<file path="src/rtl/itc_pkg.sv">
// Constants, offsets and state codes of one interval counter channel.
// Assumes an AXI4-Lite master and a synchronous counter clock and gate.
package itc_pkg;
  // Register byte offsets
  localparam logic [3:0] OFS_CONTROL = 4'h0;
  localparam logic [3:0] OFS_COUNT   = 4'h4;
  localparam logic [3:0] OFS_STATUS  = 4'h8;
  // Control word fields
  localparam int CTL_MODE_LSB = 0;
  localparam int CTL_BCD_BIT  = 3;
  localparam int CTL_ACC_LSB  = 4;
  // Status fields
  localparam int STS_OUT_BIT  = 0;
  localparam int STS_NULL_BIT = 1;
  // Count access formats
  localparam logic [1:0] ACC_LSB  = 2'h1;
  localparam logic [1:0] ACC_MSB  = 2'h2;
  localparam logic [1:0] ACC_BOTH = 2'h3;
  // Operating modes
  localparam logic [2:0] MODE_TCINT   = 3'h0;
  localparam logic [2:0] MODE_ONESHOT = 3'h1;
  localparam logic [2:0] MODE_RATE    = 3'h2;
  localparam logic [2:0] MODE_SQUARE  = 3'h3;
  localparam logic [2:0] MODE_SWSTRB  = 3'h4;
  localparam logic [2:0] MODE_HWSTRB  = 3'h5;
  // Reset values
  localparam logic [1:0] ACC_RESET = 2'h1;
  localparam logic       OUT_RESET = 1'b1;
  // AXI responses
  localparam logic [1:0] RESP_OKAY   = 2'h0;
  localparam logic [1:0] RESP_SLVERR = 2'h2;
  // Counting engine states
  typedef enum logic [3:0] {
    ST_IDLE  = 4'h1,
    ST_LOAD  = 4'h2,
    ST_RUN   = 4'h4,
    ST_ARMED = 4'h8
  } itc_cst_t;
endpackage

</file>
<file path="src/rtl/itc_counter.sv">
// One channel of a programmable interval counter behind AXI4-Lite.
// Assumes cnt_clk and gate_in are synchronous to core_clk and much slower.
`timescale 1ns/1ps
module itc_counter #(
  parameter int AW = 4,
  parameter int CW = 16
) (
  input  wire logic          core_clk,
  input  wire logic          sys_rst,
  input  wire logic          clk_en,
  input  wire logic          cnt_clk,
  input  wire logic          gate_in,
  output logic               timer_out,
  input  wire logic [AW-1:0] s_axi_awaddr,
  input  wire logic          s_axi_awvalid,
  output logic               s_axi_awready,
  input  wire logic [31:0]   s_axi_wdata,
  input  wire logic [3:0]    s_axi_wstrb,
  input  wire logic          s_axi_wvalid,
  output logic               s_axi_wready,
  output logic [1:0]         s_axi_bresp,
  output logic               s_axi_bvalid,
  input  wire logic          s_axi_bready,
  input  wire logic [AW-1:0] s_axi_araddr,
  input  wire logic          s_axi_arvalid,
  output logic               s_axi_arready,
  output logic [31:0]        s_axi_rdata,
  output logic [1:0]         s_axi_rresp,
  output logic               s_axi_rvalid,
  input  wire logic          s_axi_rready
);

  typedef struct packed {
    itc_pkg::itc_cst_t cst;
    logic [2:0]        mode;
    logic              bcd;
    logic [1:0]        acc;
    logic [CW-1:0]     cr;
    logic [CW-1:0]     ce;
    logic              out;
    logic              null_cnt;
    logic              msb_next;
    logic              fire;
    logic              extra;
    logic              clk_q;
    logic              gate_q;
    logic              seen;
    logic              gate_lvl;
    logic              trig_cap;
    logic              trig_smp;
    logic              aw_got;
    logic [AW-1:0]     aw_addr;
    logic              w_got;
    logic [7:0]        w_byte;
    logic              w_lane;
    logic              bvalid;
    logic [1:0]        bresp;
    logic              rvalid;
    logic [31:0]       rdata;
    logic [1:0]        rresp;
  } itc_state_t;

  itc_state_t r;
  itc_state_t next_r;

  logic rise;
  logic fall;
  logic gate_edge;
  logic wr_fire;
  logic wr_ctrl;
  logic wr_cnt;
  logic rd_fire;
  logic periodic;

  // Single decrement, binary or decimal; zero wraps to the top value
  function automatic logic [CW-1:0] dec1(input logic [CW-1:0] v, input logic bcd);
    logic [CW-1:0] t;
    logic          b;
    t = v - {{(CW-1){1'b0}}, 1'b1};
    if (bcd)
    begin
      t = v;
      b = 1'b1;
      for (int i = 0; i < CW / 4; i++)
      begin
        if (b)
        begin
          if (t[4*i+:4] == 4'h0)
          begin
            t[4*i+:4] = 4'h9;
          end
          else
          begin
            t[4*i+:4] = t[4*i+:4] - 4'h1;
            b = 1'b0;
          end
        end
      end
    end
    return t;
  endfunction

  // Counter clock edges, pulses only count once a rise was seen
  assign rise      = cnt_clk & ~r.clk_q;
  assign fall      = ~cnt_clk & r.clk_q & r.seen;
  assign gate_edge = gate_in & ~r.gate_q;
  assign periodic  = (r.mode == itc_pkg::MODE_RATE) || (r.mode == itc_pkg::MODE_SQUARE);

  // Bus handshakes; a held response blocks new requests
  assign s_axi_awready = ~r.aw_got & ~r.bvalid;
  assign s_axi_wready  = ~r.w_got & ~r.bvalid;
  assign s_axi_arready = ~r.rvalid;
  assign wr_fire       = r.aw_got & r.w_got & ~r.bvalid;
  assign wr_ctrl       = wr_fire & r.w_lane & (r.aw_addr == itc_pkg::OFS_CONTROL);
  assign wr_cnt        = wr_fire & r.w_lane & (r.aw_addr == itc_pkg::OFS_COUNT);
  assign rd_fire       = s_axi_arvalid & ~r.rvalid;

  // Outputs straight from state flops
  assign timer_out    = r.out;
  assign s_axi_bvalid = r.bvalid;
  assign s_axi_bresp  = r.bresp;
  assign s_axi_rvalid = r.rvalid;
  assign s_axi_rdata  = r.rdata;
  assign s_axi_rresp  = r.rresp;

  // Whole next state in one place
  always_comb
  begin
    logic [CW-1:0] ld;
    logic [2:0]    m;
    ld     = (r.mode == itc_pkg::MODE_SQUARE) ? {r.cr[CW-1:1], 1'b0} : r.cr;
    m      = 3'h0;
    next_r = r;
    next_r.clk_q  = cnt_clk;
    next_r.gate_q = gate_in;

    // Gate level and trigger flop sampled on the rise; set beats clear
    if (rise)
    begin
      next_r.seen     = 1'b1;
      next_r.gate_lvl = gate_in;
      next_r.trig_smp = r.trig_cap;
    end
    next_r.trig_cap = (r.trig_cap & ~rise) | gate_edge;

    // Load and decrement on the fall
    if (fall)
    begin
      next_r.seen     = 1'b0;
      next_r.trig_smp = 1'b0;
      case (r.cst)
        itc_pkg::ST_LOAD:
        begin
          // First pulse after the write loads without decrementing
          next_r.ce       = ld;
          next_r.cst      = itc_pkg::ST_RUN;
          next_r.null_cnt = 1'b0;
          next_r.fire     = 1'b1;
          next_r.extra    = 1'b0;
        end
        itc_pkg::ST_ARMED:
        begin
          if (r.trig_smp)
          begin
            next_r.ce       = r.cr;
            next_r.cst      = itc_pkg::ST_RUN;
            next_r.null_cnt = 1'b0;
            next_r.fire     = 1'b1;
            if (r.mode == itc_pkg::MODE_ONESHOT)
            begin
              next_r.out = 1'b0;
            end
          end
        end
        itc_pkg::ST_RUN:
        begin
          if (r.trig_smp && (r.mode != itc_pkg::MODE_TCINT)
              && (r.mode != itc_pkg::MODE_SWSTRB))
          begin
            // Retrigger picks up whatever count is held now
            next_r.ce       = ld;
            next_r.null_cnt = 1'b0;
            next_r.fire     = 1'b1;
            next_r.extra    = 1'b0;
            next_r.out      = (r.mode != itc_pkg::MODE_ONESHOT);
          end
          else
          begin
            case (r.mode)
              itc_pkg::MODE_TCINT:
              begin
                if (r.gate_lvl)
                begin
                  next_r.ce = dec1(r.ce, r.bcd);
                  if (r.ce == {{(CW-1){1'b0}}, 1'b1})
                  begin
                    next_r.out = 1'b1;
                  end
                end
              end
              itc_pkg::MODE_ONESHOT:
              begin
                next_r.ce = dec1(r.ce, r.bcd);
                if (r.ce == {{(CW-1){1'b0}}, 1'b1})
                begin
                  next_r.out = 1'b1;
                end
              end
              itc_pkg::MODE_RATE:
              begin
                if (r.gate_lvl)
                begin
                  if (r.ce == {{(CW-1){1'b0}}, 1'b1})
                  begin
                    // End of period takes a pending new count
                    next_r.ce       = r.cr;
                    next_r.null_cnt = 1'b0;
                    next_r.out      = 1'b1;
                  end
                  else
                  begin
                    next_r.ce  = dec1(r.ce, r.bcd);
                    next_r.out = (r.ce != {{(CW-2){1'b0}}, 2'h2});
                  end
                end
              end
              itc_pkg::MODE_SQUARE:
              begin
                if (r.gate_lvl)
                begin
                  if (r.extra)
                  begin
                    // Odd count: high half runs one pulse longer
                    next_r.out      = 1'b0;
                    next_r.ce       = ld;
                    next_r.extra    = 1'b0;
                    next_r.null_cnt = 1'b0;
                  end
                  else if (r.ce == {{(CW-2){1'b0}}, 2'h2})
                  begin
                    if (r.cr[0] && r.out)
                    begin
                      next_r.extra = 1'b1;
                      next_r.ce    = {CW{1'b0}};
                    end
                    else
                    begin
                      next_r.out      = ~r.out;
                      next_r.ce       = ld;
                      next_r.null_cnt = 1'b0;
                    end
                  end
                  else
                  begin
                    next_r.ce = dec1(dec1(r.ce, r.bcd), r.bcd);
                  end
                end
              end
              itc_pkg::MODE_SWSTRB,
              itc_pkg::MODE_HWSTRB:
              begin
                if (r.gate_lvl || (r.mode == itc_pkg::MODE_HWSTRB))
                begin
                  next_r.ce  = dec1(r.ce, r.bcd);
                  next_r.out = 1'b1;
                  // Strobe only once per load, not at every wrap
                  if (r.fire && (r.ce == {{(CW-1){1'b0}}, 1'b1}))
                  begin
                    next_r.out  = 1'b0;
                    next_r.fire = 1'b0;
                  end
                end
              end
              default:
              begin
                next_r.out = 1'b1;
              end
            endcase
          end
        end
        default:
        begin
          next_r.cst = r.cst;
        end
      endcase
    end

    // Low gate forces the periodic modes high without a pulse
    if (periodic && !gate_in)
    begin
      next_r.out = 1'b1;
    end

    // Write address and data taken independently
    if (s_axi_awvalid && s_axi_awready)
    begin
      next_r.aw_got  = 1'b1;
      next_r.aw_addr = s_axi_awaddr;
    end
    if (s_axi_wvalid && s_axi_wready)
    begin
      next_r.w_got  = 1'b1;
      next_r.w_byte = s_axi_wdata[7:0];
      next_r.w_lane = s_axi_wstrb[0];
    end
    if (s_axi_bvalid && s_axi_bready)
    begin
      next_r.bvalid = 1'b0;
    end
    if (wr_fire)
    begin
      next_r.aw_got = 1'b0;
      next_r.w_got  = 1'b0;
      next_r.bvalid = 1'b1;
      next_r.bresp  = ((r.aw_addr == itc_pkg::OFS_CONTROL) || (r.aw_addr == itc_pkg::OFS_COUNT)
                       || (r.aw_addr == itc_pkg::OFS_STATUS)) ?
                      itc_pkg::RESP_OKAY : itc_pkg::RESP_SLVERR;
    end

    // Control word: reset control logic and set output at once
    if (wr_ctrl)
    begin
      m = r.w_byte[itc_pkg::CTL_MODE_LSB+:3];
      if (m[1])
      begin
        m[2] = 1'b0;
      end
      next_r.mode     = m;
      next_r.bcd      = r.w_byte[itc_pkg::CTL_BCD_BIT];
      next_r.acc      = r.w_byte[itc_pkg::CTL_ACC_LSB+:2];
      next_r.cst      = itc_pkg::ST_IDLE;
      next_r.out      = (m != itc_pkg::MODE_TCINT);
      next_r.null_cnt = 1'b1;
      next_r.msb_next = 1'b0;
      next_r.fire     = 1'b0;
      next_r.extra    = 1'b0;
      next_r.trig_cap = gate_edge; // Stale trigger dropped; a fresh edge still wins
      next_r.trig_smp = 1'b0;
      if (next_r.acc == 2'h0)
      begin
        next_r.acc = itc_pkg::ACC_RESET;
      end
    end

    // Count bytes into the count holding register
    if (wr_cnt)
    begin
      if ((r.acc == itc_pkg::ACC_BOTH) && !r.msb_next)
      begin
        next_r.cr[7:0]  = r.w_byte;
        next_r.msb_next = 1'b1;
        if (r.mode == itc_pkg::MODE_TCINT)
        begin
          next_r.cst = itc_pkg::ST_IDLE;
          next_r.out = 1'b0;
        end
      end
      else
      begin
        next_r.msb_next = 1'b0;
        next_r.null_cnt = 1'b1;
        if (r.acc == itc_pkg::ACC_LSB)
        begin
          next_r.cr = {{(CW-8){1'b0}}, r.w_byte};
        end
        else if (r.acc == itc_pkg::ACC_MSB)
        begin
          next_r.cr = {r.w_byte, 8'h00};
        end
        else
        begin
          next_r.cr[15:8] = r.w_byte;
        end
        case (r.mode)
          itc_pkg::MODE_TCINT,
          itc_pkg::MODE_SWSTRB:
          begin
            next_r.cst = itc_pkg::ST_LOAD;
            next_r.out = (r.mode != itc_pkg::MODE_TCINT);
          end
          itc_pkg::MODE_ONESHOT,
          itc_pkg::MODE_HWSTRB:
          begin
            if (r.cst == itc_pkg::ST_IDLE)
            begin
              next_r.cst = itc_pkg::ST_ARMED;
            end
          end
          default:
          begin
            if (r.cst == itc_pkg::ST_IDLE)
            begin
              next_r.cst = itc_pkg::ST_LOAD;
            end
          end
        endcase
      end
    end

    // Reads answer one cycle after the address
    if (s_axi_rvalid && s_axi_rready)
    begin
      next_r.rvalid = 1'b0;
    end
    if (rd_fire)
    begin
      next_r.rvalid = 1'b1;
      next_r.rresp  = itc_pkg::RESP_OKAY;
      next_r.rdata  = 32'h0000_0000;
      case (s_axi_araddr)
        itc_pkg::OFS_CONTROL:
        begin
          next_r.rdata[6:0] = {1'b0, r.acc, r.bcd, r.mode};
        end
        itc_pkg::OFS_COUNT:
        begin
          next_r.rdata[CW-1:0] = r.ce;
        end
        itc_pkg::OFS_STATUS:
        begin
          next_r.rdata[itc_pkg::STS_OUT_BIT]  = r.out;
          next_r.rdata[itc_pkg::STS_NULL_BIT] = r.null_cnt;
        end
        default:
        begin
          next_r.rresp = itc_pkg::RESP_SLVERR;
        end
      endcase
    end
  end

  // State register; clock enable freezes everything
  always_ff @(posedge core_clk)
  begin
    if (sys_rst)
    begin
      r          <= '0;
      r.cst      <= itc_pkg::ST_IDLE;
      r.acc      <= itc_pkg::ACC_RESET;
      r.out      <= itc_pkg::OUT_RESET;
      r.null_cnt <= 1'b1;
      r.gate_q   <= 1'b1; // A gate already high at reset is no trigger
    end
    else if (clk_en)
    begin
      r <= next_r;
    end
  end

  // Checks on the counting engine and the bus
  ctl_mode0_low_a: assert property (@(posedge core_clk) disable iff (sys_rst)
    clk_en && wr_ctrl && (r.w_byte[2:0] == 3'h0) |=> !timer_out)
    else $error("output not low after mode 0 control word");
  gate_no_out_a: assert property (@(posedge core_clk) disable iff (sys_rst)
    clk_en && (r.mode == itc_pkg::MODE_TCINT) && !fall && !wr_fire |=> $stable(timer_out))
    else $error("mode 0 output moved without a pulse");
  rate_gate_high_a: assert property (@(posedge core_clk) disable iff (sys_rst)
    clk_en && (r.mode == itc_pkg::MODE_RATE) && !gate_in && !wr_fire |=> timer_out)
    else $error("mode 2 output not forced high");
  sq_gate_high_a: assert property (@(posedge core_clk) disable iff (sys_rst)
    clk_en && (r.mode == itc_pkg::MODE_SQUARE) && !gate_in && !wr_fire |=> timer_out)
    else $error("mode 3 output not forced high");
  trig_capture_a: assert property (@(posedge core_clk) disable iff (sys_rst)
    clk_en && gate_edge |=> r.trig_cap)
    else $error("trigger edge lost");
  load_on_fall_a: assert property (@(posedge core_clk) disable iff (sys_rst)
    clk_en && (r.cst == itc_pkg::ST_LOAD) && fall && !wr_fire
    |=> (r.cst == itc_pkg::ST_RUN) && (r.ce == $past(r.cr) || r.mode == itc_pkg::MODE_SQUARE))
    else $error("count not loaded on pulse");
  rate_reload_a: assert property (@(posedge core_clk) disable iff (sys_rst)
    clk_en && (r.mode == itc_pkg::MODE_RATE) && (r.cst == itc_pkg::ST_RUN) && fall
    && r.gate_lvl && !r.trig_smp && (r.ce == 16'h0001) && !wr_fire
    |=> (r.ce == $past(r.cr)) && timer_out)
    else $error("mode 2 reload wrong");
  count_hold_a: assert property (@(posedge core_clk) disable iff (sys_rst)
    clk_en && !fall && !wr_fire |=> $stable(r.ce))
    else $error("count moved without falling edge");
  bresp_hold_a: assert property (@(posedge core_clk) disable iff (sys_rst)
    s_axi_bvalid && !s_axi_bready |=> s_axi_bvalid && $stable(s_axi_bresp))
    else $error("write response dropped");
  rvalid_hold_a: assert property (@(posedge core_clk) disable iff (sys_rst)
    s_axi_rvalid && !s_axi_rready |=> s_axi_rvalid && $stable(s_axi_rdata))
    else $error("read data dropped");

  // Main scenarios
  tc_rise_c: cover property (@(posedge core_clk) disable iff (sys_rst)
    (r.mode == itc_pkg::MODE_TCINT) && $rose(timer_out));
  sq_toggle_c: cover property (@(posedge core_clk) disable iff (sys_rst)
    (r.mode == itc_pkg::MODE_SQUARE) && r.gate_lvl && $fell(timer_out));
  shot_trig_c: cover property (@(posedge core_clk) disable iff (sys_rst)
    (r.mode == itc_pkg::MODE_ONESHOT) && (r.cst == itc_pkg::ST_ARMED) ##1 !timer_out);
  hw_strobe_c: cover property (@(posedge core_clk) disable iff (sys_rst)
    (r.mode == itc_pkg::MODE_HWSTRB) && $fell(timer_out));

endmodule

</file>
<file path="config.mk">
export PLATFORM = sky130hd
export DESIGN_NAME = itc_counter
export DESIGN_NICKNAME = d
export VERILOG_FILES = /design/src/rtl/itc_pkg.sv /design/src/rtl/itc_counter.sv
export SDC_FILE = /design/constraint.sdc
export NUM_CORES = 1
export LEC_CHECK = 0
export ABC_CLOCK_PERIOD_IN_PS = 8000
export BUFFER_PORTS_ARGS = -buffer_cell sky130_fd_sc_hd__buf_2
export CELL_PAD_IN_SITES_DETAIL_PLACEMENT = 0
export CELL_PAD_IN_SITES_GLOBAL_PLACEMENT = 1
export CORE_ASPECT_RATIO = 0.75
export CORE_MARGIN = 2
export CORE_UTILIZATION = 30
export DETAILED_ROUTE_END_ITERATION = 12
export GPL_ROUTABILITY_DRIVEN = 0
export PLACE_DENSITY_LB_ADDON = 0.1
export SETUP_SLACK_MARGIN = 0.05
export SYNTH_ARGS = -nofsm -noshare
export SYNTH_HDL_FRONTEND = slang
export SYNTH_SLANG_ARGS = --single-unit
</file>
<file path="constraint.sdc">
create_clock -name core_clk -period 8 [get_ports core_clk]
set_input_delay 1.6 -clock core_clk [delete_from_list [all_inputs] [get_ports core_clk]]
set_output_delay 1.6 -clock core_clk [all_outputs]
set_load 0.005 [all_outputs]
</file>
== Yosys cells after proc, flatten, opt, wreduce, memory -nomap -nowiden ==
Cells that the tools add are included.

* Flip-flop bits (word level): 90
* Input bits: 54
* Output and inout port bits: 42
* Word-level logic and storage cells: 429

* $add $sub $neg: 10
* Equality and inequality tests: 45
* Mux-type cells: 252
* Bitwise logic cells: 24
* Reduce and logical (&&, ||, !) cells: 67

{| class="wikitable"
|+ Operators by type and width
! cell !! number
|-
| 2-to-1 mux 16 bit || 16
|-
| 2-to-1 mux 1 bit || 163
|-
| 2-to-1 mux 4 bit || 33
|-
| 2-to-1 mux 18 bit || 5
|-
| one-hot mux 16 bit (5 select lines) || 1
|-
| 2-to-1 mux 17 bit || 3
|-
| one-hot mux 16 bit (3 select lines) || 1
|-
| != test 5 bit, second input constant || 9
|-
| zero test 4 bit || 10
|-
| AND reduction 13 bit || 3
|-
| 2-to-1 mux 35 bit || 1
|-
| != test 4 bit, second input constant || 8
|-
| subtractor 16 x 1 -> 16 bit, second input constant || 2
|-
| subtractor 4 x 1 -> 4 bit, second input constant || 8
|-
| AND reduction 2 bit || 13
|-
| 2-to-1 mux 10 bit || 2
|-
| 2-to-1 mux 2 bit || 10
|-
| != test 6 bit, second input constant || 3
|-
| nonzero test 3 bit || 6
|-
| == test 16 x 1 -> 1 bit, second input constant || 1
|-
| == test 16 x 2 -> 1 bit, second input constant || 1
|-
| 2-to-1 mux 8 bit || 2
|-
| != test 16 x 2 -> 1 bit, second input constant || 1
|-
| one-hot mux 4 bit (2 select lines) || 2
|-
| 38 further kinds || 94
|}

== Longest topological paths before layout ==
Gate-level depths: netlist of run 1.

* Depth after elaboration: 79
* Gate-level depth with buffers: 14
* Depth with buffers taken out: 12

== Worst setup path after synthesis of run 1 ==
No wires, ideal clock.

* Path type: input to register
* Start: input port cnt_clk
* End: register r[77] in the netlist's numbering
* Library setup time: 0.116 ns
* Arrival time: 3.280 ns
* Required time: 7.884 ns
* Slack: 4.604 ns
* Stages on the path: 8
* Buffers on the path: 0
* Cell sequence: nand3b_1 -> nor3_1 -> o221a_2 -> a21boi_1 -> o221ai_1 -> a21oi_1 -> o31ai_2 -> o211a_1

* Cells in the longest elaborated chain, start to end: 4

{| class="wikitable"
|+ RTL lines
! item !! RTL line !! text
|-
| from (decl) || itc_counter.sv:11 || <nowiki>input wire logic cnt_clk,</nowiki>
|-
| NOT 1 bit || itc_counter.sv:105 || <nowiki>assign fall = ~cnt_clk & r.clk_q & r.seen;</nowiki>
|-
| AND 1 bit (2 in a row) || itc_counter.sv:105 ||
|-
| AND reduction 13 bit (no source line) || -- ||
|-
| to (signal assigned) || itc_counter.sv:446 || <nowiki>r <= next_r;</nowiki>
|-
| to (decl) || itc_counter.sv:63 || <nowiki>itc_state_t r;</nowiki>
|}

No other way between the ends.
A chain may end at the register's enable or synchronous reset.

== Final worst setup path of run 1 ==
* Start: input port clk_en
* End: register r[77] in the netlist's numbering

* Cells in the longest elaborated chain, start to end: 1

{| class="wikitable"
|+ RTL lines
! item !! RTL line !! text
|-
| from (decl) || itc_counter.sv:10 || <nowiki>input wire logic clk_en,</nowiki>
|-
| AND reduction 13 bit (no source line) || -- ||
|}

No other way between the ends.

==> reports/qor.csv, run 1 <==
stage,metric,value,unit
synth,Yosys reg bits,88,
critical_path,crit path launch type,input port,
synth,Syn. warnings,0,
drt,DRT iter0 DRCs,630,
grt,largest net degree at the start of global routing,50,
critical_path,sum of buffers and inverters on the critical path,2,
critical_path,CP Capture Type,flip-flop,
power,Peak VDD IR,0.107,mV
outcome,run status,finished clean,
grt,total grt overflow,0,
clock_network,Num CTS Buffers,9,
drt,routed wire length per instance,20.9,microns
sta,Period minus WS final,4270,ps
clock_network,CTS tree,yes,
clock_network,clk buf depth,2,
layout,"commonest non-fill, non-tap cell in the layout",nand2_1,
drt,Detailed Route WL,24700,microns
grt,number of global-route vias before repair,6303,
die,Die X,176,microns
place,HPWL after DPL,18300,microns
power,Overall Power,0.000973,W
sta,"Period Utilization, post-route",53.4,%
place,I/O Buffers,50,
die,die area,23300,sq um
synth,"Seq/Total Area, Yosys",26.6,%
drt,DRC,0,
place,Post-DP Area,6810,sq um
clock_network,"Setup Fix Bufs, Post-CTS",0,
critical_path,reg-to-reg endpoint,r[77],
critical_path,worst path cell trace,buf_2 -> inv_1 -> nor3_1 -> o221a_2 -> a21boi_1 -> o221ai_1 -> a21oi_1 -> o31ai_2 -> o211a_1,
die,count of boundary I/O pins,96,
critical_path,crit path from,clk_en,
grt,Total Routing Usage GR,21.1,%
run,max cap viols,0,
clock_network,Worst-Skew Late Latency,350,ps
hold_path,hold path start,r[85],
critical_path,Worst path depth,9,
sta,Final Setup Violations,0,
critical_path,"delay-heaviest family, CP",compound AO/OA/AOI/OAI gates,
layout,Non-Filler Instances,1182,
place,post-placement cell count,1166,
synth,adder-cell share of the synthesized area,1.51,%
synth,Post-synth EDFFs,0,
clock_network,H-tree depth,3,
layout,synthesis-to-finish area growth,7.36,%
synth,Netlist cell types,89,
synth,Post-Synthesis Cells,895,
synth,main combinational cell family by area after synthesis,simple AND/OR/NAND/NOR gates,
synth,post-synthesis mux area share,2.75,%
synth,share of synthesized registers carrying an async set or reset,0,%
clock_network,Post-CTS Resized,0,
grt,first-pass GRT wire length,38300,microns
critical_path,crit path to,r[77],
layout,design area,7120,sq um
die,Starting Density,30.3,%
drt,Routed Antenna Nets,0,
die,row count,47,
synth,xor and xnor fraction of the mapped netlist area,2.51,%
critical_path,reg-to-reg setup timing slack,3920,ps
drt,via count,6748,
layout,Layout Nets,945,
sta,Hold Fails Final Rpt,0,
layout,"commonest non-fill, non-tap cells in the layout","nand2_1, dfxtp_1, nor2_1, a21oi_1, o21ai_0",
sta,relative slew slack,33.5,%
critical_path,reg-to-reg startpoint,r[64],
hold_path,Worst Hold Class,reg -> reg,
sta,Pins Over Slew Limit,0,
synth,Compound-Gate Fraction of Synth Area,28.2,%
critical_path,CP peak stage delay,500,ps
clock_network,Root Driver,clkbuf_16,
sta,TNS Setup,0,ps
clock_network,Clock Sinks,88,
synth,ys flop type,dfxtp_1,
clock_network,Post-CTS Hold Buffers,0,
die,core area,21900,sq um
sta,WHS,465,ps
sta,clk_skew,12.8,ps
critical_path,CP max FO,24,
critical_path,crit path DAT,4530,ps
drt,drt pass-1 iters,7,
sta,Max Clk Rate,234,MHz
drt,DR vias/cell,5.71,
critical_path,Setup CP Type,in -> reg,
die,Die Ht,133,microns
grt,antenna violations before repair,0,
synth,Synth Area in Simple Gates,28.8,%
layout,# diodes,0,
power,power density over cell area,137,nW/um^2
sta,RSZ-0062 raised after global routing,false,
clock_network,"CTS clk-pin slew, worst paths",80,ps
layout,share of post-route cells with drive strength above 1,12.4,%
synth,Syn Area/Cell,7.41,sq um
power,Pleak,2.69,nW
critical_path,WP data required,8250,ps
critical_path,critical path's slowest cell,o221a_2,
critical_path,FF-to-FF path depth,10,
synth,cell area after synthesis,6630,sq um
sta,worst-margin pin slew,993,ps
[per-layer routing]
layer	up-vias	share of wire (%)	track usage [%]
met5	-	0	0
met4	0	2.1	6.06
met3	39	7.4	5.06
met2	246	42	31.3
met1	3224	49	30.3
li1	3239	-	-
[cells in the mapped netlist (all sizes together) (5+ instances only)]
cell	n	area share [%]
nand2b	11	1.0
nor3b	9	1.3
o211ai	8	0.98
nand2	103	5.8
o21ai	64	4.8
a21oi	76	5.8
a211oi	12	1.4
and3	12	1.1
a22o	10	1.3
a221oi	6	0.79
and2	12	1.2
nor2	83	4.7
nor3	27	2.6
nor2b	9	0.85
clkbuf	36	2.0
nand3	31	2.3
dfxtp	88	27
buf	60	6.3
o22ai	9	0.85
a31oi	13	1.2
a22oi	22	2.5
nand3b	9	1.0
o31ai	5	0.79
xnor2	10	1.3
nor4b	5	0.85
nand4	10	0.94
xor2	9	1.2
mux2	7	1.2
mux2i	10	1.5
inv	21	1.2
ha	8	1.5
o21a	5	0.57
or2	6	0.57
nor4	15	2.0
or4	6	0.74
[flip-flops by register name, summed over array words and instances, names as in the netlist]
| name | cells |
|---|---|
| r | 67 |
| s_axi_bresp | 1 |
| s_axi_bvalid | 1 |
| s_axi_rdata | 16 |
| s_axi_rresp | 1 |
| s_axi_rvalid | 1 |
| timer_out | 1 |
[worst min path at each step]
stage	endpoint	slack [ps]	cells after the start
floorplan	r[81]	430	2
global placement	r[57]	450	2
detailed placement	r[57]	450	2
CTS	r[84]	470	2
global route	r[57]	490	2
finish	r[85]	460	2
[cells by family (layout without fill, tap and decap cells)]
kind of cell,after synthesis,after routing
AO/OA/AOI/OAI,283,283
other,1,18
flip-flops,88,88
AND/OR/NAND/NOR,362,362
multiplexers,17,17
adder cells (fa/ha/maj),8,8
XOR/XNOR,19,19
buffers and inverters,117,93
[stage by stage]
| step | utilization [%] | setup slack, ps |
|---|---|---|
| 6_report | 32.5 | 3730 |
| 5_1_grt | 32.5 | 3470 |
| 4_1_cts | 32.5 | 3720 |
| 3_5_place_dp | 31.1 | 3350 |
| 3_3_place_gp | 31.1 | 3400 |
| 2_1_floorplan | - | 4600 |
[worst reg2reg max path: cells and delay by family (launching register included)]
kind	cells	cell delay (ps)
compound gates	3	590
fa+ha+maj	1	420
buf+inv	1	260
flops	1	490
mux	1	350
simple gates	4	1930
[area by class of cell]
cell class | count | area [sq um]
flip-flops and latches | 88 | 1760
well taps | 294 | 368
multi-input cells | 707 | 4300
clock inverters | 6 | 75.1
fillers | 2420 | 14800
inverters | 21 | 78.8
repair buffers | 56 | 295
clock buffers | 10 | 239
[where the power goes]
| part | switching, W | internal [W] | leakage, nW |
|---|---|---|---|
| combinational | 0.0000376 | 0.0000214 | 1.83 |
| clock | 0.000202 | 0.000256 | 0.152 |
| sequential | 0.0000111 | 0.000445 | 0.713 |
| total | 0.000251 | 0.000723 | 2.69 |
(Power assumes the default switching activity.)
==> inputs of run 2 (changes only) <==
Settings changed: ABC_CLOCK_PERIOD_IN_PS 8000 to 3500.
Clock period 8 ns to 3.5 ns, I/O delays scaled along.
==> run 2 against run 1 <==
Compared with the run above:
- cell area is 5.6% higher
- hold slack worse by 2.9 ps
- global-route usage is 0.78 points higher
- clock skew is 2.3 ps lower
- critical path depth is 1 higher
- first-iteration DRC count is 11% lower
- power is 130% higher
- core utilization is 1.8 points higher
- sequential share of layout area is 1.3 points lower
- routed wire length is 3.9% higher
- die area stayed put
- highest routed layer unchanged
==> reports/qor.csv, run 2 (synthesis results as in run 1) <==
stage,metric,value,unit,change
critical_path,crit path launch type,flip-flop,,was input port
critical_path,FF-to-FF path depth,10,,unchanged
sta,setup ws final,169,ps,was 3730 ps
grt,antenna violations before repair,0,,unchanged
clock_network,Clock Sinks,88,,unchanged
layout,Layout Nets,1000,,was 945
sta,Max Clk Rate,300,MHz,
layout,Largest register FFs,67,,unchanged
clock_network,Post-CTS Resized,0,,unchanged
grt,first-pass GRT wire length,39500,microns,was 38300 microns
place,I/O Buffers,50,,unchanged
clock_network,"CTS clk-pin slew, worst paths",70,ps,was 80 ps
critical_path,Setup CP Type,reg -> reg,,was in -> reg
clock_network,H-tree depth,3,,unchanged
clock_network,clk buf depth,2,,unchanged
drt,metal2 WL,11200,microns,was 10400 microns
layout,Register Area,1760,sq um,unchanged
drt,DRC,0,,unchanged
layout,synthesis-to-finish area growth,13.3,%,was 7.36%
die,Die X,176,microns,unchanged
drt,routed wire length per instance,20.7,microns,was 20.9 microns
hold_path,Hold Path Depth,2,,unchanged
drt,via count,6963,,was 6748
sta,Period minus WS final,3330,ps,
clock_network,CTS tree,yes,,unchanged
sta,RSZ-0062 raised after global routing,false,,unchanged
sta,Hold Fails Final Rpt,0,,unchanged
critical_path,CP max FO,4,,was 24
grt,number of global-route vias before repair,6579,,was 6303
clock_network,"Setup Fix Bufs, Post-CTS",0,,unchanged
clock_network,Post-CTS Hold Buffers,0,,unchanged
sta,"Period Utilization, post-route",95.2,%,
drt,DRT iter0 DRCs,558,,was 630
sta,Pins Over Slew Limit,0,,unchanged
critical_path,crit path DAT,3630,ps,was 4530 ps
die,Starting Density,30.3,%,unchanged
layout,number of fill cells,2437,,was 2420
layout,multi-input logic area,4300,sq um,unchanged
die,row count,47,,unchanged
sta,relative slew slack,37.5,%,was 33.5%
layout,"commonest non-fill, non-tap cell in the layout",nand2_1,,unchanged
layout,share of post-route cells with drive strength above 1,17.5,%,was 12.4%
drt,DR vias/cell,5.63,,was 5.71
clock_network,Root Driver,clkbuf_16,,unchanged
outcome,run status,finished clean,,unchanged
sta,worst-margin pin slew,930,ps,was 993 ps
run,max cap viols,0,,unchanged
grt,Total Routing Usage GR,21.9,%,was 21.1%
drt,top layer in use,met4,,unchanged
die,core area,21900,sq um,unchanged
drt,metal3 WL,1650,microns,was 1830 microns
layout,"Core Util, Final",34.4,%,was 32.5%
drt,Detailed Route WL,25600,microns,was 24700 microns
layout,Top reg by flops,r,,unchanged
critical_path,WP data required,3800,ps,was 8250 ps
layout,"commonest non-fill, non-tap cells in the layout","nand2_1, dfxtp_1, nor2_1, a21oi_1",,"was nand2_1, dfxtp_1, nor2_1, a21oi_1, o21ai_0"
drt,drt pass-1 iters,7,,unchanged
power,Pleak,2.96,nW,was 2.69 nW
place,HPWL after DPL,19600,microns,was 18300 microns
die,Die Ht,133,microns,unchanged
clock_network,Worst-Skew Late Latency,360,ps,was 350 ps
grt,total grt overflow,0,,unchanged
drt,Routed Antenna Nets,0,,unchanged
grt,largest net degree at the start of global routing,61,,was 50
power,Peak VDD IR,0.276,mV,was 0.107 mV
die,count of boundary I/O pins,96,,unchanged
hold_path,Worst Hold Class,reg -> reg,,unchanged
die,die area,23300,sq um,unchanged
drt,Metal-1 WL,12400,microns,was 12000 microns
sta,clk_skew,10.5,ps,was 12.8 ps
layout,# diodes,0,,unchanged
place,dpl ws,217,ps,was 3350 ps
sta,Final Setup Violations,0,,unchanged
critical_path,CP Capture Type,flip-flop,,unchanged
clock_network,Num CTS Buffers,9,,unchanged
power,power density over cell area,292,nW/um^2,was 137 nW/um^2
sta,TNS Setup,0,ps,unchanged
-- run 2: changes by cell type in the layout (fill, tap and decap cells not counted), sizes merged --
cell / before / now
clkinvlp: 1 / 0
bufinv: 1 / 0
inv: 24 / 26
buf: 56 / 111
-- run 2: cell type report --
type | instances | share of cell area [%]
Timing Repair Buffer | 111 | 9.42
Clock inverter | 6 | 0.766
Multi-Input combinational cell | 707 | 57.2
Tap cell | 294 | 4.90
Inverter | 21 | 1.05
Sequential cell | 88 | 23.5
Clock buffer | 10 | 3.18
-- run 2: stage by stage --
stage	hold WS, ps	total power (W)	cell area, sq um	cells
after floorplan	432	0.00116	6700	912
after global placement	449	0.00120	7220	1221
after detailed placement	454	0.00121	7220	1221
after CTS	464	0.00223	7510	1237
after global routing	495	0.00228	7510	1237
final	462	0.00220	7510	1237
-- run 2: critical path, cell delays in order, from the launching register on --
cell	delay, ps
dfxtp_1	310
or4_1	620
nor4_1	380
buf_4	180
mux2_2	370
or2_2	330
ha_1	300
o21bai_1	160
mux2_4	270
o31ai_2	190
o211a_1	180
-- run 2: final timing paths --
kind | startpoint | endpoint | slack, ps
setup / recovery | r[68] | r[77] | 170
hold / removal | r[86] | r[86] | 460
setup reg to reg | r[68] | r[77] | 170
hold reg to reg | r[86] | r[86] | 460
-- run 2: where the power goes --
group          switching, W  leakage [nW]  internal (W)
clock              0.000492         0.148      0.000522
sequential        0.0000254         0.713       0.00102
combinational     0.0000878          2.10     0.0000535
total              0.000605          2.96       0.00159
-- run 2: metal layers --
metal	vias up	GRT usage (%)
met3	30	3.97
li1	3332	-
met5	-	0
met1	3347	31.7
met4	0	5.83
met2	254	33.3
==> inputs of run 3 (changes only) <==
Settings changed: CTS_CLUSTER_DIAMETER from default to 50, GPL_TIMING_DRIVEN from default to 0.
==> run 3 against run 2 <==
Compared with the run above:
- sequential power hardly changed
- clock power hardly changed
- first-iteration DRC count is 24% higher
- via count is 3.3% higher
- highest routed layer unchanged
- clock-buffer cell count is 1 lower
- die area stayed put
- sequential share of layout area is 0.80 points lower
- maximum frequency is 0.52% lower
- cell area is 3.5% higher
- routed wire length is 6.9% higher
- critical path type unchanged
- non-clock buffer count is 38 higher
==> reports/qor.csv, run 3 (synthesis results as in run 1) <==
stage,metric,value,unit,change
sta,TNS Setup,0,ps,unchanged
drt,DR vias/cell,5.64,,was 5.63
layout,Top reg by flops,r,,unchanged
layout,"commonest non-fill, non-tap cells in the layout","nand2_1, dfxtp_1, nor2_1, a21oi_1, o21ai_0",,"was nand2_1, dfxtp_1, nor2_1, a21oi_1"
power,Pleak,3.04,nW,was 2.96 nW
grt,number of global-route vias before repair,6434,,was 6579
clock_network,Clock Sinks,88,,unchanged
grt,grt met2 use,33.4,%,was 33.3%
layout,synthesis-to-finish area growth,17.3,%,was 13.3%
drt,via count,7192,,was 6963
grt,grt met3 use,3.79,%,was 3.97%
drt,drt pass-1 iters,6,,was 7
layout,# diodes,0,,unchanged
critical_path,critical path's slowest cell,or4_1,,unchanged
sta,"Period Utilization, post-route",95.7,%,was 95.2%
sta,Max Clk Rate,299,MHz,was 300 MHz
power,Peak VDD IR,0.179,mV,was 0.276 mV
clock_network,H-tree depth,3,,unchanged
grt,met1 Use GR,36.1,%,was 31.7%
power,Overall Power,0.00222,W,was 0.00220 W
grt,Top Usage Layer GRT,met1,,was met2
sta,Period minus WS final,3350,ps,was 3330 ps
sta,relative slew slack,31.8,%,was 37.5%
critical_path,CP Capture Type,flip-flop,,unchanged
layout,"commonest non-fill, non-tap cell in the layout",nand2_1,,unchanged
sta,clk_skew,11.2,ps,was 10.5 ps
die,Starting Density,30.3,%,unchanged
critical_path,Crit path top cell by count,buf_2,,
place,I/O Buffers,49,,was 50
critical_path,crit path DAT,3660,ps,was 3630 ps
sta,Final Setup Violations,0,,unchanged
drt,Routed Antenna Nets,0,,unchanged
clock_network,CTS tree,yes,,unchanged
drt,DRT iter0 DRCs,693,,was 558
sta,WHS,470,ps,was 462 ps
run,max cap viols,0,,unchanged
critical_path,CP peak stage delay,530,ps,was 620 ps
clock_network,Post-CTS Hold Buffers,0,,unchanged
drt,Detailed Route WL,27400,microns,was 25600 microns
layout,number of fill cells,2416,,was 2437
grt,Total Routing Usage GR,23.4,%,was 21.9%
outcome,run status,finished clean,,unchanged
sta,worst-margin pin slew,1020,ps,was 930 ps
sta,setup ws final,151,ps,was 169 ps
place,dpl ws,-315,ps,was 217 ps
clock_network,clk buf depth,2,,unchanged
critical_path,worst path cell trace,buf_2 -> or4_1 -> buf_2 -> nor4_2 -> mux2_2 -> or2_2 -> ha_1 -> o21bai_1 -> mux2_4 -> o31ai_2 -> o211a_1,,was or4_1 -> nor4_1 -> buf_4 -> mux2_2 -> or2_2 -> ha_1 -> o21bai_1 -> mux2_4 -> o31ai_2 -> o211a_1
critical_path,Setup CP Type,reg -> reg,,unchanged
grt,largest net degree at the start of global routing,19,,was 61
sta,RSZ-0062 raised after global routing,false,,unchanged
die,core area,21900,sq um,unchanged
critical_path,WP data required,3810,ps,was 3800 ps
critical_path,CP max FO,10,,was 4
grt,antenna violations before repair,0,,unchanged
hold_path,Worst Hold Class,reg -> reg,,unchanged
grt,first-pass GRT wire length,41200,microns,was 39500 microns
die,Die X,176,microns,unchanged
die,row count,47,,unchanged
grt,total grt overflow,0,,unchanged
clock_network,"CTS clk-pin slew, worst paths",80,ps,was 70 ps
sta,Pins Over Slew Limit,0,,unchanged
clock_network,Worst-Skew Late Latency,360,ps,about the same
power,power density over cell area,285,nW/um^2,was 292 nW/um^2
place,HPWL after DPL,20700,microns,was 19600 microns
sta,Hold Fails Final Rpt,0,,unchanged
layout,Layout Nets,1038,,was 1000
clock_network,Num CTS Buffers,9,,unchanged
drt,DRC,0,,unchanged
clock_network,Root Driver,clkbuf_16,,unchanged
die,count of boundary I/O pins,96,,unchanged
layout,Largest register FFs,67,,unchanged
drt,routed wire length per instance,21.5,microns,was 20.7 microns
layout,share of post-route cells with drive strength above 1,18.9,%,was 17.5%
die,die area,23300,sq um,unchanged
critical_path,crit path launch type,flip-flop,,unchanged
die,Die Ht,133,microns,unchanged
[run 3: cell types whose count changed in the layout (fill, tap and decap cells not counted), moves of 3 or more]
| cell | delta |
|---|---|
| buf_2 | +8 |
| nor4_1 | -3 |
| buf_4 | -16 |
| buf_1 | +5 |
| clkbuf_2 | +3 |
| clkbuf_1 | +32 |
| buf_6 | +5 |
[run 3: critical path: cells and delay by family, from the launching register on]
kind / cells / cell delay [ps]
and+or+nand+nor: 3 / 1060
muxes: 2 / 690
AOI/OAI and AO/OA: 3 / 500
buffers and inverters: 2 / 420
DFF: 1 / 330
adders and majority gates: 1 / 290
[run 3: per-layer routing]
layer	up-vias	part of all wire [%]
met5	-	0
met3	27	6.6
met4	0	1.5
met1	3475	50
met2	284	42
li1	3406	-
[run 3: worst paths after layout]
path | startpoint | to | slack (ps) | depth (start not counted)
worst max-delay path | r[72] | r[77] | 150 | 11
worst max register to register | r[72] | r[77] | 150 | 11
worst min register to register | r[84] | r[84] | 470 | 2
worst min-delay path | r[84] | r[84] | 470 | 2
[run 3: timing repair]
action | in CTS | in global routing
resized for setup | 11 | 21
buffers inserted | 3 | 3
setup endpoints to repair | 9 | 15
pin swaps | 3 | 0
[run 3: area by class of cell]
cell class / instances / area [sq um] / share of cell area, %
Inverter: 21 / 78.8 / 1.01
Clock inverter: 7 / 70.1 / 0.900
Timing Repair Buffer: 55 / 290 / 3.73
Buffer: 94 / 556 / 7.14
Tap cell: 294 / 368 / 4.73
Multi-Input combinational cell: 707 / 4430 / 56.9
Sequential cell: 88 / 1760 / 22.7
Clock buffer: 9 / 225 / 2.89
[run 3: metrics by stage]
| step | util (%) | cells | cell area, sq um |
|---|---|---|---|
| after floorplan | - | 912 | 6700 |
| after detailed placement | 33.4 | 1255 | 7310 |
| final | 35.6 | 1275 | 7780 |
| after global routing | 35.6 | 1275 | 7780 |
| after global placement | 33.4 | 1255 | 7310 |
| after CTS | 35.1 | 1274 | 7690 |
[run 3: where the power goes]
part | internal, W | total [W] | switching, W
combinational | 0.0000662 | 0.000173 | 0.000107
clock | 0.000504 | 0.00101 | 0.000505
sequential | 0.00102 | 0.00104 | 0.0000190
